### config.mk
export PLATFORM = sky130hd
export DESIGN_NAME = png_noise_gate
export DESIGN_NICKNAME = d
export VERILOG_FILES = /design/src/shared/png_pkg.sv /design/src/rtl/png_noise_gate.sv
export SDC_FILE = /design/constraint.sdc
export NUM_CORES = 2
export LEC_CHECK = 0
export ABC_CLOCK_PERIOD_IN_PS = 22700
export BUFFER_PORTS_ARGS = -buffer_cell sky130_fd_sc_hd__buf_4
export CAP_MARGIN = 20
export CELL_PAD_IN_SITES_DETAIL_PLACEMENT = 1
export CELL_PAD_IN_SITES_GLOBAL_PLACEMENT = 1
export CORE_ASPECT_RATIO = 1.1
export CORE_MARGIN = 1
export CORE_UTILIZATION = 44
export CTS_CLUSTER_DIAMETER = 100
export DETAILED_ROUTE_END_ITERATION = 8
export GPL_TIMING_DRIVEN = 0
export PLACE_DENSITY_LB_ADDON = 0.1
export SLEW_MARGIN = 10
export SYNTH_ARGS = -nofsm -noshare
export SYNTH_HDL_FRONTEND = slang
export SYNTH_SLANG_ARGS = --single-unit
### constraint.sdc
create_clock -name clk -period 22.7 [get_ports clk]
set_clock_uncertainty 0.15 [all_clocks]
set_input_delay 2.27 -clock clk [delete_from_list [all_inputs] [get_ports clk]]
set_output_delay 2.27 -clock clk [all_outputs]
set_load 0.02 [all_outputs]
### src/shared/png_pkg.sv
// constants and types shared by the playback noise gate
package png_pkg;
   // clock and ramp timing, times in ns
   localparam int PNG_CLK_NS = 40;
   localparam int PNG_FALL_FAST_NS = 880_000;
   localparam int PNG_FALL_SLOW_NS = 14_080_000;
   localparam int PNG_RISE_SLOW_NS = 220_000;
   localparam int PNG_RISE_FAST_NS = 13_800;
   localparam int PNG_TICK_W = 24;

   // sample path
   localparam int PNG_DW = 24;
   localparam int PNG_FRAC_SH = 15;
   localparam int PNG_ATTEN_W = 7;
   localparam logic [PNG_ATTEN_W-1:0] PNG_ATTEN_MAX = 7'h78;
   localparam logic [PNG_ATTEN_W-1:0] PNG_DB_PER_SHIFT = 7'h06;
   localparam int PNG_HOLD_W = 12;
   localparam logic [PNG_HOLD_W-1:0] PNG_HOLD_BASE = 12'h100;
   localparam logic [1:0] PNG_BUF_FULL = 2'h2;

   // 1 dB gain steps within one 6 dB octave, q1.15
   localparam logic [5:0][15:0] PNG_FRAC_TAB = {
      16'h47FB, 16'h50C3, 16'h5A9D, 16'h65AD, 16'h7214, 16'h8000};
   // full-scale-relative levels for codes 0..7 (-102 dB .. -60 dB)
   localparam logic [7:0][PNG_DW-1:0] PNG_THR_TAB = {
      24'h00_20C5, 24'h00_106C, 24'h00_083B, 24'h00_0420,
      24'h00_0211, 24'h00_0109, 24'h00_0085, 24'h00_0043};

   // register bus
   localparam int PNG_AW = 12;
   localparam logic [7:0] PNG_IDX_CTRL = 8'h9C;
   localparam logic [7:0] PNG_IDX_TIMING = 8'h9D;
   localparam logic [7:0] PNG_IDX_RELEASE = 8'h9E;
   localparam logic [7:0] PNG_IDX_ENGAGE = 8'h9F;
   localparam logic [7:0] PNG_IDX_STATUS = 8'hA0;
   localparam logic [PNG_AW-1:0] PNG_ADDR_CTRL = {2'h0, PNG_IDX_CTRL, 2'h0};
   localparam logic [PNG_AW-1:0] PNG_ADDR_TIMING = {2'h0, PNG_IDX_TIMING, 2'h0};
   localparam logic [PNG_AW-1:0] PNG_ADDR_RELEASE = {2'h0, PNG_IDX_RELEASE, 2'h0};
   localparam logic [PNG_AW-1:0] PNG_ADDR_ENGAGE = {2'h0, PNG_IDX_ENGAGE, 2'h0};
   localparam logic [PNG_AW-1:0] PNG_ADDR_STATUS = {2'h0, PNG_IDX_STATUS, 2'h0};
   localparam logic [1:0] PNG_RESP_OKAY = 2'h0;
   localparam logic [1:0] PNG_RESP_SLVERR = 2'h2;

   // field positions
   localparam int PNG_EN_BIT = 7;
   localparam int PNG_FALL_BIT = 3;
   localparam int PNG_RISE_BIT = 2;
   localparam int PNG_HOLD_LSB = 0;
   localparam int PNG_CODE_LSB = 0;
   localparam int PNG_ST_LSB = 8;
   localparam int PNG_ATTEN_LSB = 0;

   typedef enum logic [1:0] {
      GATE_OPEN,
      GATE_CLOSING,
      GATE_SHUT,
      GATE_OPENING
   } png_gate_st_t;
endpackage

### src/rtl/png_noise_gate.sv
// playback noise gate with axi4-lite registers and a two-entry output buffer
//
// Functional notes
// - gate acts only while enable bit is one; otherwise samples pass unchanged
// - mute after 256/512/1024/2048 quiet samples below engage level
// - engage level code 0..7 maps -102 dB to -60 dB, 6 dB steps
// - release level has its own code; louder signal than it lifts the gate
// - ramp down 0.88 or 14.08 ms per dB, by the fall select bit
// - ramp up 0.22 or 0.0138 ms per dB, by the rise select bit
//
// Implementation choice: register access over AXI4-Lite.
`timescale 1ns/1ns

module png_noise_gate import png_pkg::*; #(
   parameter int FALL_FAST_CYC = (PNG_FALL_FAST_NS + PNG_CLK_NS - 1) / PNG_CLK_NS,
   parameter int FALL_SLOW_CYC = (PNG_FALL_SLOW_NS + PNG_CLK_NS - 1) / PNG_CLK_NS,
   parameter int RISE_SLOW_CYC = (PNG_RISE_SLOW_NS + PNG_CLK_NS - 1) / PNG_CLK_NS
) (
   // clock and reset
   input wire logic clk,
   input wire logic nrst,
   // axi4-lite write address and data
   input wire logic [PNG_AW-1:0] s_axi_awaddr,
   input wire logic s_axi_awvalid,
   output logic s_axi_awready,
   input wire logic [31:0] s_axi_wdata,
   input wire logic [3:0] s_axi_wstrb,
   input wire logic s_axi_wvalid,
   output logic s_axi_wready,
   // axi4-lite write response
   output logic [1:0] s_axi_bresp,
   output logic s_axi_bvalid,
   input wire logic s_axi_bready,
   // axi4-lite read
   input wire logic [PNG_AW-1:0] s_axi_araddr,
   input wire logic s_axi_arvalid,
   output logic s_axi_arready,
   output logic [31:0] s_axi_rdata,
   output logic [1:0] s_axi_rresp,
   output logic s_axi_rvalid,
   input wire logic s_axi_rready,
   // playback samples in
   input wire logic [PNG_DW-1:0] in_left,
   input wire logic [PNG_DW-1:0] in_right,
   input wire logic in_valid,
   output logic in_ready,
   // gated samples out
   output logic [PNG_DW-1:0] out_left,
   output logic [PNG_DW-1:0] out_right,
   output logic out_valid,
   input wire logic out_ready
);

   localparam int RISE_FAST_CYC = (PNG_RISE_FAST_NS + PNG_CLK_NS - 1) / PNG_CLK_NS;

   typedef enum logic [2:0] {
      REG_CTRL,
      REG_TIMING,
      REG_RELEASE,
      REG_ENGAGE,
      REG_STATUS,
      REG_NONE
   } png_reg_t;

   typedef struct packed {
      logic awready;
      logic wready;
      logic bvalid;
      logic [1:0] bresp;
      logic arready;
      logic rvalid;
      logic [1:0] rresp;
      logic [31:0] rdata;
      logic aw_got;
      logic w_got;
      logic [PNG_AW-1:0] waddr;
      logic [7:0] wbyte;
      logic wlane0;
      logic quiet_gate_enable;
      logic gate_fall_rate_sel;
      logic gate_rise_rate_sel;
      logic [1:0] gate_hold_count_sel;
      logic [2:0] gate_release_code;
      logic [2:0] gate_engage_code;
      png_gate_st_t st;
      logic [PNG_ATTEN_W-1:0] atten;
      logic [PNG_TICK_W-1:0] tick;
      logic [PNG_HOLD_W-1:0] quiet;
      logic [1:0][PNG_DW-1:0] buf_l;
      logic [1:0][PNG_DW-1:0] buf_r;
      logic [1:0] cnt;
      logic in_rdy;
      logic out_vld;
   } png_state_t;

   png_state_t r;
   png_state_t n;

   // magnitude of a two's complement sample; full negative scale still fits unsigned
   function automatic logic [PNG_DW-1:0] png_mag(input logic [PNG_DW-1:0] x);
      return x[PNG_DW-1] ? (~x + 1'b1) : x;
   endfunction

   function automatic logic [PNG_DW-1:0] png_thr(input logic [2:0] code);
      return PNG_THR_TAB[code];
   endfunction

   // one decode for reads and writes, so the two maps cannot drift apart
   function automatic png_reg_t png_decode(input logic [PNG_AW-1:0] addr);
      png_reg_t sel;
      case (addr)
         PNG_ADDR_CTRL: begin
            sel = REG_CTRL;
         end
         PNG_ADDR_TIMING: begin
            sel = REG_TIMING;
         end
         PNG_ADDR_RELEASE: begin
            sel = REG_RELEASE;
         end
         PNG_ADDR_ENGAGE: begin
            sel = REG_ENGAGE;
         end
         PNG_ADDR_STATUS: begin
            sel = REG_STATUS;
         end
         default: begin
            sel = REG_NONE;
         end
      endcase
      return sel;
   endfunction

   // attenuation in whole dB: shift per 6 dB plus a table for the remainder
   function automatic logic [PNG_DW-1:0] png_gain(input logic [PNG_DW-1:0] x,
                                                  input logic [PNG_ATTEN_W-1:0] att);
      logic signed [PNG_DW+16:0] prod;
      logic signed [PNG_DW-1:0] y;
      logic [PNG_ATTEN_W-1:0] whole;
      logic [PNG_ATTEN_W-1:0] rem;
      whole = att / PNG_DB_PER_SHIFT;
      rem = att % PNG_DB_PER_SHIFT;
      prod = $signed(x) * $signed({1'b0, PNG_FRAC_TAB[rem[2:0]]});
      y = prod[PNG_FRAC_SH +: PNG_DW];
      y = y >>> whole;
      return (att >= PNG_ATTEN_MAX) ? '0 : y;
   endfunction

   logic s_fire;
   logic m_fire;
   logic [PNG_DW-1:0] mag_l;
   logic [PNG_DW-1:0] mag_r;
   logic [PNG_DW-1:0] level;
   logic [PNG_DW-1:0] gated_l;
   logic [PNG_DW-1:0] gated_r;
   logic [PNG_HOLD_W-1:0] hold_n;
   logic [PNG_TICK_W-1:0] fall_lim;
   logic [PNG_TICK_W-1:0] rise_lim;

   always_comb begin
      n = r;
      s_fire = in_valid && r.in_rdy;
      m_fire = r.out_vld && out_ready;
      mag_l = png_mag(in_left);
      mag_r = png_mag(in_right);
      level = (mag_l > mag_r) ? mag_l : mag_r;
      hold_n = PNG_HOLD_BASE << r.gate_hold_count_sel;
      fall_lim = r.gate_fall_rate_sel ? PNG_TICK_W'(FALL_SLOW_CYC - 1) :
                                        PNG_TICK_W'(FALL_FAST_CYC - 1);
      rise_lim = r.gate_rise_rate_sel ? PNG_TICK_W'(RISE_FAST_CYC - 1) :
                                        PNG_TICK_W'(RISE_SLOW_CYC - 1);
      gated_l = r.quiet_gate_enable ? png_gain(in_left, r.atten) : in_left;
      gated_r = r.quiet_gate_enable ? png_gain(in_right, r.atten) : in_right;

      // register writes: address and data may come in either order
      if (s_axi_awvalid && r.awready) begin
         n.aw_got = 1'b1;
         n.waddr = s_axi_awaddr;
      end
      if (s_axi_wvalid && r.wready) begin
         n.w_got = 1'b1;
         n.wbyte = s_axi_wdata[7:0];
         n.wlane0 = s_axi_wstrb[0];
      end
      if (r.bvalid && s_axi_bready) begin
         n.bvalid = 1'b0;
      end
      if (n.aw_got && n.w_got && !n.bvalid) begin
         n.aw_got = 1'b0;
         n.w_got = 1'b0;
         n.bvalid = 1'b1;
         n.bresp = PNG_RESP_OKAY;
         case (png_decode(n.waddr))
            REG_CTRL: begin
               if (n.wlane0) begin
                  n.quiet_gate_enable = n.wbyte[PNG_EN_BIT];
               end
            end
            REG_TIMING: begin
               if (n.wlane0) begin
                  n.gate_fall_rate_sel = n.wbyte[PNG_FALL_BIT];
                  n.gate_rise_rate_sel = n.wbyte[PNG_RISE_BIT];
                  n.gate_hold_count_sel = n.wbyte[PNG_HOLD_LSB +: 2];
               end
            end
            REG_RELEASE: begin
               if (n.wlane0) begin
                  n.gate_release_code = n.wbyte[PNG_CODE_LSB +: 3];
               end
            end
            REG_ENGAGE: begin
               if (n.wlane0) begin
                  n.gate_engage_code = n.wbyte[PNG_CODE_LSB +: 3];
               end
            end
            REG_STATUS: begin
               n.bresp = PNG_RESP_OKAY;
            end
            default: begin
               n.bresp = PNG_RESP_SLVERR;
            end
         endcase
      end
      n.awready = !n.aw_got && !n.bvalid;
      n.wready = !n.w_got && !n.bvalid;

      // register reads
      if (r.rvalid && s_axi_rready) begin
         n.rvalid = 1'b0;
      end
      if (s_axi_arvalid && r.arready) begin
         n.rvalid = 1'b1;
         n.rresp = PNG_RESP_OKAY;
         n.rdata = '0;
         case (png_decode(s_axi_araddr))
            REG_CTRL: begin
               n.rdata[PNG_EN_BIT] = r.quiet_gate_enable;
            end
            REG_TIMING: begin
               n.rdata[PNG_FALL_BIT] = r.gate_fall_rate_sel;
               n.rdata[PNG_RISE_BIT] = r.gate_rise_rate_sel;
               n.rdata[PNG_HOLD_LSB +: 2] = r.gate_hold_count_sel;
            end
            REG_RELEASE: begin
               n.rdata[PNG_CODE_LSB +: 3] = r.gate_release_code;
            end
            REG_ENGAGE: begin
               n.rdata[PNG_CODE_LSB +: 3] = r.gate_engage_code;
            end
            REG_STATUS: begin
               n.rdata[PNG_ATTEN_LSB +: PNG_ATTEN_W] = r.atten;
               n.rdata[PNG_ST_LSB +: 2] = r.st;
            end
            default: begin
               n.rresp = PNG_RESP_SLVERR;
            end
         endcase
      end
      n.arready = !n.rvalid;

      // gain ramp and gate decision
      if (!r.quiet_gate_enable) begin
         n.st = GATE_OPEN;
         n.atten = '0;
         n.tick = '0;
         n.quiet = '0;
      end else begin
         case (r.st)
            GATE_CLOSING: begin
               if (r.tick >= fall_lim) begin
                  n.tick = '0;
                  n.atten = r.atten + 1'b1;
                  if (n.atten >= PNG_ATTEN_MAX) begin
                     n.st = GATE_SHUT;
                  end
               end else begin
                  n.tick = r.tick + 1'b1;
               end
            end
            GATE_OPENING: begin
               if (r.tick >= rise_lim) begin
                  n.tick = '0;
                  n.atten = r.atten - 1'b1;
                  if (n.atten == '0) begin
                     n.st = GATE_OPEN;
                  end
               end else begin
                  n.tick = r.tick + 1'b1;
               end
            end
            default: begin
               n.tick = '0;
            end
         endcase
         if (s_fire) begin
            if (level >= png_thr(r.gate_engage_code)) begin
               n.quiet = '0;
            end else if (r.quiet < hold_n) begin
               n.quiet = r.quiet + 1'b1;
            end
            if (level > png_thr(r.gate_release_code) &&
                (n.st == GATE_CLOSING || n.st == GATE_SHUT)) begin
               n.st = GATE_OPENING;
               n.tick = '0;
               n.quiet = '0;
            end else if (n.quiet >= hold_n &&
                         (n.st == GATE_OPEN || n.st == GATE_OPENING)) begin
               n.st = GATE_CLOSING;
               n.tick = '0;
            end
         end
      end

      // two-entry buffer; entry 0 always drives the output
      if (m_fire) begin
         n.buf_l[0] = r.buf_l[1];
         n.buf_r[0] = r.buf_r[1];
         n.cnt = r.cnt - 1'b1;
      end
      if (s_fire) begin
         n.buf_l[n.cnt[0]] = gated_l;
         n.buf_r[n.cnt[0]] = gated_r;
         n.cnt = n.cnt + 1'b1;
      end
      n.out_vld = (n.cnt != '0);
      // ready is registered, so a full buffer still refuses the source in the cycle in which a word leaves
      n.in_rdy = (n.cnt != PNG_BUF_FULL);
   end

   always_ff @(posedge clk or negedge nrst) begin
      if (!nrst) begin
         r <= '0;
      end else begin
         r <= n;
      end
   end

   assign s_axi_awready = r.awready;
   assign s_axi_wready = r.wready;
   assign s_axi_bresp = r.bresp;
   assign s_axi_bvalid = r.bvalid;
   assign s_axi_arready = r.arready;
   assign s_axi_rdata = r.rdata;
   assign s_axi_rresp = r.rresp;
   assign s_axi_rvalid = r.rvalid;
   assign in_ready = r.in_rdy;
   assign out_left = r.buf_l[0];
   assign out_right = r.buf_r[0];
   assign out_valid = r.out_vld;

endmodule // png_noise_gate

# --- Word-level counts from Yosys, hierarchy flattened ---
# Memory sizes are Yosys's and may differ from the RTL's.
# Index checks and enable logic that the tools add are counted.
word_totals:
  register_bits: 198
  rom_bits: 512
  in_bits: 117
  memories: 3
op_classes:
  n_addsub: 8
  n_mul: 2
  div_mod_pow: 2
  order_cmp: 14
  n_eq_ne: 28
  shift: 3
  muxes: 60
  bitwise: 2
  n_reduce_logical: 33
mem_list:
  columns: ["memory", "words", "word_bits", "rd", "rd_ports_with_merged_regs", "wr", "line", "text"]
  rows:
  - ["(no name shown)", 8, 24, 1, 0, 0, "png_noise_gate.sv:105", "return PNG_THR_TAB[code];"]
  - ["(no name shown)", 8, 24, 1, 0, 0, "png_noise_gate.sv:105", null]
  - ["(no name shown)", 8, 16, 1, 0, 0, "png_noise_gate.sv:143", "prod = $signed(x) * $signed({1'b0, PNG_FRAC_TAB[rem[2:0]]});"]
ops:
  columns: ["operator", "n"]
  rows:
  - ["24-bit 2-to-1 mux", 15]
  - ["12-bit by 10-bit equality test with 1-bit output (second input constant)", 10]
  - ["48-bit bitwise mux", 2]
  - ["24-bit by 17-bit multiplier with 39-bit output", 2]
  - ["74-bit 2-to-1 mux", 1]
  - ["24-bit by 1-bit adder with 24-bit output (second input constant)", 3]
  - ["12-bit 2-to-1 mux", 6]
  - ["24-bit > comparator", 2]
  - ["24-bit NOT", 2]
  - ["24-bit case mux with 2 select lines", 1]
  - ["24-bit by 7-bit >>> shifter with 24-bit output", 2]
  - ["45-bit 2-to-1 mux", 1]
  - ["36-bit 2-to-1 mux", 1]
  - ["9-bit 2-to-1 mux", 4]
  - ["35-bit 2-to-1 mux", 1]
  - ["3-bit case mux with 5 select lines", 2]
  - ["26-bit 2-to-1 mux", 1]
  - ["24-bit demux with 1-bit select", 1]
  - ["24-bit by 13-bit greater-or-equal comparator with 1-bit output", 1]
  - ["24-bit by 19-bit greater-or-equal comparator with 1-bit output", 1]
  - ["24-bit greater-or-equal comparator", 1]
  - ["19-bit 2-to-1 mux", 1]
  - ["2-bit 2-to-1 mux", 9]
  - ["9-bit case mux with 2 select lines", 1]
  - ["other kinds (38)", 81]

# --- Longest topological paths before layout ---
depth:
  depth_word: 15
  mapped_depth: 42
  ltp_nobuf: 38

# --- Least setup slack after synthesis ---
# Ideal clock, no wire load.
synth_path:
  kind: "input to register"
  start: "in in_right[23]"
  end: "reg r, in the netlist out_right[11]"
  setup_time_ns: 0.080
  arrival_time_ns: 10.181
  required_ns: 22.470
  path_slack_ns: 12.289
  path_stages: 28
  n_path_buf: 4
  path_cell_list: "buf_1 -> clkbuf_1 -> clkbuf_1 -> clkbuf_1 -> nand2_1 -> fa_1 -> inv_1 -> fa_1 -> inv_1 -> fa_1 -> inv_1 -> fa_1 -> fa_1 -> inv_1 -> fa_1 -> inv_1 -> ha_1 -> inv_1 -> o22ai_1 -> nor4_1 -> nor3_1 -> or3_1 -> a2111o_1 -> a32oi_2 -> a21oi_1 -> a22o_1 -> nor4_1 -> a2bb2oi_1"
synth_rtl:
  columns: ["element", "line", "text"]
  rows:
  - ["from (decl)", "png_noise_gate.sv:44", "input wire logic [PNG_DW-1:0] in_right,"]
  - ["to (signal assigned)", "png_noise_gate.sv:334", "r <= n;"]
  - ["to (decl)", "png_noise_gate.sv:96", "png_state_t r;"]

# --- Worst setup path in the final report ---
layout_path:
  start: "reg r[139] (netlist name)"
  end: "reg r[92] (netlist name)"
layout_between:
  elab_chain_len: 8
layout_lines:
  columns: ["element", "line", "text"]
  rows:
  - ["7-bit by 3-bit modulo with 7-bit output", "png_noise_gate.sv:142", "rem = att % PNG_DB_PER_SHIFT;"]
  - ["memory read 8 x 16 bit", null, null]
  - ["16-bit 2-to-1 mux", null, null]
  - ["24-bit by 17-bit multiplier with 39-bit output", "png_noise_gate.sv:143", null]
  - ["24-bit by 7-bit >>> shifter with 24-bit output", "png_noise_gate.sv:145", "y = y >>> whole;"]
  - ["24-bit 2-to-1 mux (*)", "png_noise_gate.sv:146", "return (att >= PNG_ATTEN_MAX) ? '0 : y;"]
  - ["24-bit 2-to-1 mux (*)", "png_noise_gate.sv:172", "gated_l = r.quiet_gate_enable ? png_gain(in_left, r.atten) : in_left;"]
  - ["48-bit bitwise mux (*)", "png_noise_gate.sv:321", "n.buf_l[n.cnt[0]] = gated_l;"]
# Mark *: on every way between the ends. The rest lies on a longest branch, timed or not. The select of a mux whose other input is x is not followed.
# A chain may end at the register's enable or synchronous reset.

==> metrics.md <==
| Metric | Value |
|---|---|
| Run status | finished, final reports clean |
| Commonest non-fill, non-tap cell in the layout | inv_1 |
| Ys flop type | dfrtp_1 |
| Min Tclk post-route | 14.50 ns |
| Post-route ant nets | 0 |
| # setup viols final | 0 |
| Post-DP HPWL | between 150 and 200 mm |
| Initial core utilization | ~44% |
| Vias in the first global route | 41379 |
| Worst-margin pin slew | between 1 and 1.5 ns |
| Fmax | approximately 70 MHz |
| Routed via count | between 30000 and 40000 |
| Post-synthesis mux area share | under 10% |
| Synthesized cell area | between 40000 and 50000 um2 |
| Critical path's top delay family | adder cells |
| Cts repair resizes | 0 |
| Seq pwr share | a little under a third |
| Drt drc | 0 |
| Largest family of logic cells by synthesized area | adder cells |
| Synth Area in Simple Gates | 16.8% |
| Mean post-synth cell area | ~8.4 um2 |
| FF/Latch Area | between 4000 and 5000 um2 |
| Final cell count without fillers | approximately 6600 |
| #FFs+latches synth | just under 200 |
| Area share of fa/ha/maj cells after synthesis | a little over two fifths |
| RSZ-0062 raised after global routing | no |
| CP max FO | 10 |
| First-pass GRT wire length | approximately 260 mm |
| Crit-path slowest cell | nor4bb_2 |
| Worst VDD drop | roughly 0.053 mV |
| Layout cells sized above 1 | between 6 and 7% |
| Most used cell, CP | fa_1 |
| Initial antenna violation count | 6 |
| CP max stage delay | around 0.86 ns |
| Worst-Skew Late Latency | 0.47 ns |
| Slew headroom | between 10% and 20% |
| Worst slack, placed | just over 8 ns |
| Largest net degree at the start of global routing | roughly 100 |
| DIE WIDTH | 300 um |
| Num CTS Buffers | 17 |
| Buffers plus inverters on the worst setup path | 9 |
| Port Buffers | roughly 140 |
| Top cell type by total area after synthesis | fa_1 |
| Crit path required time | 22.95 ns |
| Synth Area in Compound Gates | between 10% and 20% |
| Final max-slew violation count | 0 |
| Post-route clock period utilization | 63.9% |
| Yosys top cell area share | 33.5% |
| Hold-fix buffers, CTS | 0 |
| CP startpoint kind | flop |
| Pleak | 23.2 nW |
| Layout Nets | about 6500 |
| Total track usage | 36.1% |
| Seq/Total Area, Yosys | between 10% and 20% |
| Fill cell count | 11763 |
| Die Area | approximately 99000 um2 |
| Post-CTS Setup Bufs | 0 |
| I/O pin cnt | 208 |
| CTS H-tree depth | 4 |
| WL/cell | roughly 26 um |
| Commonest non-fill, non-tap cells in the layout | inv_1, fa_1, nand2_1 |
| Die height | around 330 um |
| WL final | ~180 mm |
| Post-synth EDFFs | 0 |
| Total Neg Setup Slack | 0 ns |
| Clock share of power | roughly a fifth |
| Switching share of power | between 40% and 50% |
| Switch Pwr | approximately 0.0007 W |
| Ys Warns | 0 |
| Top cells by area, synth | fa_1, dfrtp_1, inv_1, ha_1, nand2_1 |
| Area occupied by multi-input gates | around 33000 um2 |
| Drt first pass iters | 5 |
| R2R setup slack | a little over 8 ns |
| Cell internal pwr | around 0.00096 W |
| Cells after synthesis | approximately 5100 |
| Pwr Density | approximately 35 nW/um2 |
| Finished layout cell area | around 47000 um2 |
| Synth Area in XOR/XNOR | about 2.9% |
| Ys async rst share | between 90% and 100% |
| CTS clk-pin slew, worst paths | about 0.09 ns |
| Clk root buf | clkbuf_16 |
| P&R area growth vs syn | 8.41% |
| Post-route setup slack | around 8 ns |
| Final hold violations | 0 |
| CP Class | reg -> reg |
| TritonCTS clock tree | built |
| Comb power frac | ~48% |
| Inst Count DP | between 6000 and 7000 |
| Clock Sinks | 193 |
| Placed Area | between 40000 and 50000 um2 |
| DR iter-0 viols | a little under 3000 |
| Min Hold Slack | about 0.33 ns |
| Synth unique cells | just over 90 |
| GRT overflow | 0 |
| Crit end category | flop |
| RD Place Congestion | 1.00 |
| Vias per Instance | 5.79 |
| Max Cap Violations | 0 |
| Core area | a little under 100000 um2 |
| Class of the worst hold path | reg -> reg |
| Row count | 120 |
| WP data arrival | ~15 ns |
| Clk buf depth | 2 |
## cells by family after synthesis
kind of cell	after synthesis
adders and majority gates	1002
and+or+nand+nor	1514
buffers and inverters	1352
muxes	91
DFF	193
other	1
xor gates and xnor gates	142
AOI/OAI and AO/OA	840
## registers in the layout (all words and copies together) (netlist names)
signal and cells:
s_axi_wready 1, in_ready 1, s_axi_bvalid 1, out_left 24
s_axi_arready 1, r 126, s_axi_rvalid 1, s_axi_bresp 1
s_axi_rdata 10, s_axi_awready 1, s_axi_rresp 1, out_right 24
out_valid 1
## worst reg2reg max path, delay by kind of cell (launching register included)
family	cells	cell delay [ns]
adder cells (fa/ha/maj)	9	4.39
AO/OA/AOI/OAI	10	3.53
multiplexers	1	0.26
AND/OR/NAND/NOR	6	2.41
XOR/XNOR	2	0.83
buffers and inverters	9	2.52
flip-flops	1	0.34
## power by group through the flow
stage / Combinational (W) / Sequential (W) / Clock (W)
5_1_grt: 0.000865 / 0.000532 / 0.000356
6_report: 0.000793 / 0.000519 / 0.000338
2_1_floorplan: 0.000506 / 0.000509 / 0
4_1_cts: 0.000792 / 0.000521 / 0.000344
3_3_place_gp: 0.000769 / 0.000522 / 0
3_5_place_dp: 0.000786 / 0.000527 / 0
## final timing paths
check	start	endpoint	depth (start not counted)
hold reg to reg	s_axi_rdata[0]$_DFFE_PN0P_	s_axi_rdata[0]$_DFFE_PN0P_	2
setup / recovery	r[139]$_DFFE_PN0P_	r[92]$_DFFE_PN0P_	37
max in group asynchronous	nrst	r[78]$_DFFE_PN0P_	2
setup reg to reg	r[139]$_DFFE_PN0P_	r[92]$_DFFE_PN0P_	37
min in group asynchronous	nrst	r[175]$_DFF_PN0_	1
hold / removal	s_axi_rdata[0]$_DFFE_PN0P_	s_axi_rdata[0]$_DFFE_PN0P_	2
## stage by stage
stage / power, W / utilization (%)
2_1_floorplan: 0.00101 / -
3_3_place_gp: 0.00129 / 47.2
3_5_place_dp: 0.00131 / 47.4
4_1_cts: 0.00166 / 48.0
5_1_grt: 0.00175 / 48.0
6_report: 0.00165 / 48.0
## cells in the mapped netlist (86+ instances only)
master	number
dfrtp_1	193
buf_4	86
and2_1	211
inv_1	1006
a21oi_1	230
o21ai_0	157
nand2_1	621
fa_1	722
clkbuf_1	228
nor2_1	245
xnor2_1	89
ha_1	280
## metal layers
metal	track usage [%]	routed length, um
met1	48.4	74200
met2	58.5	81300
met3	4.10	10400
met4	16.8	9750
met5	0	13
## layout make-up
| type | count | area share (%) |
|---|---|---|
| Antenna cell | 2 | 0.0107 |
| Buffer | 344 | 3.51 |
| Clock buffer | 17 | 0.910 |
| Clock inverter | 15 | 0.452 |
| Inverter | 1008 | 8.09 |
| Multi-Input combinational cell | 3617 | 70.6 |
| Sequential cell | 193 | 10.3 |
| Tap cell | 1281 | 3.43 |
| Timing Repair Buffer | 160 | 2.66 |
No activity file was read; power rests on OpenSTA's default activity.
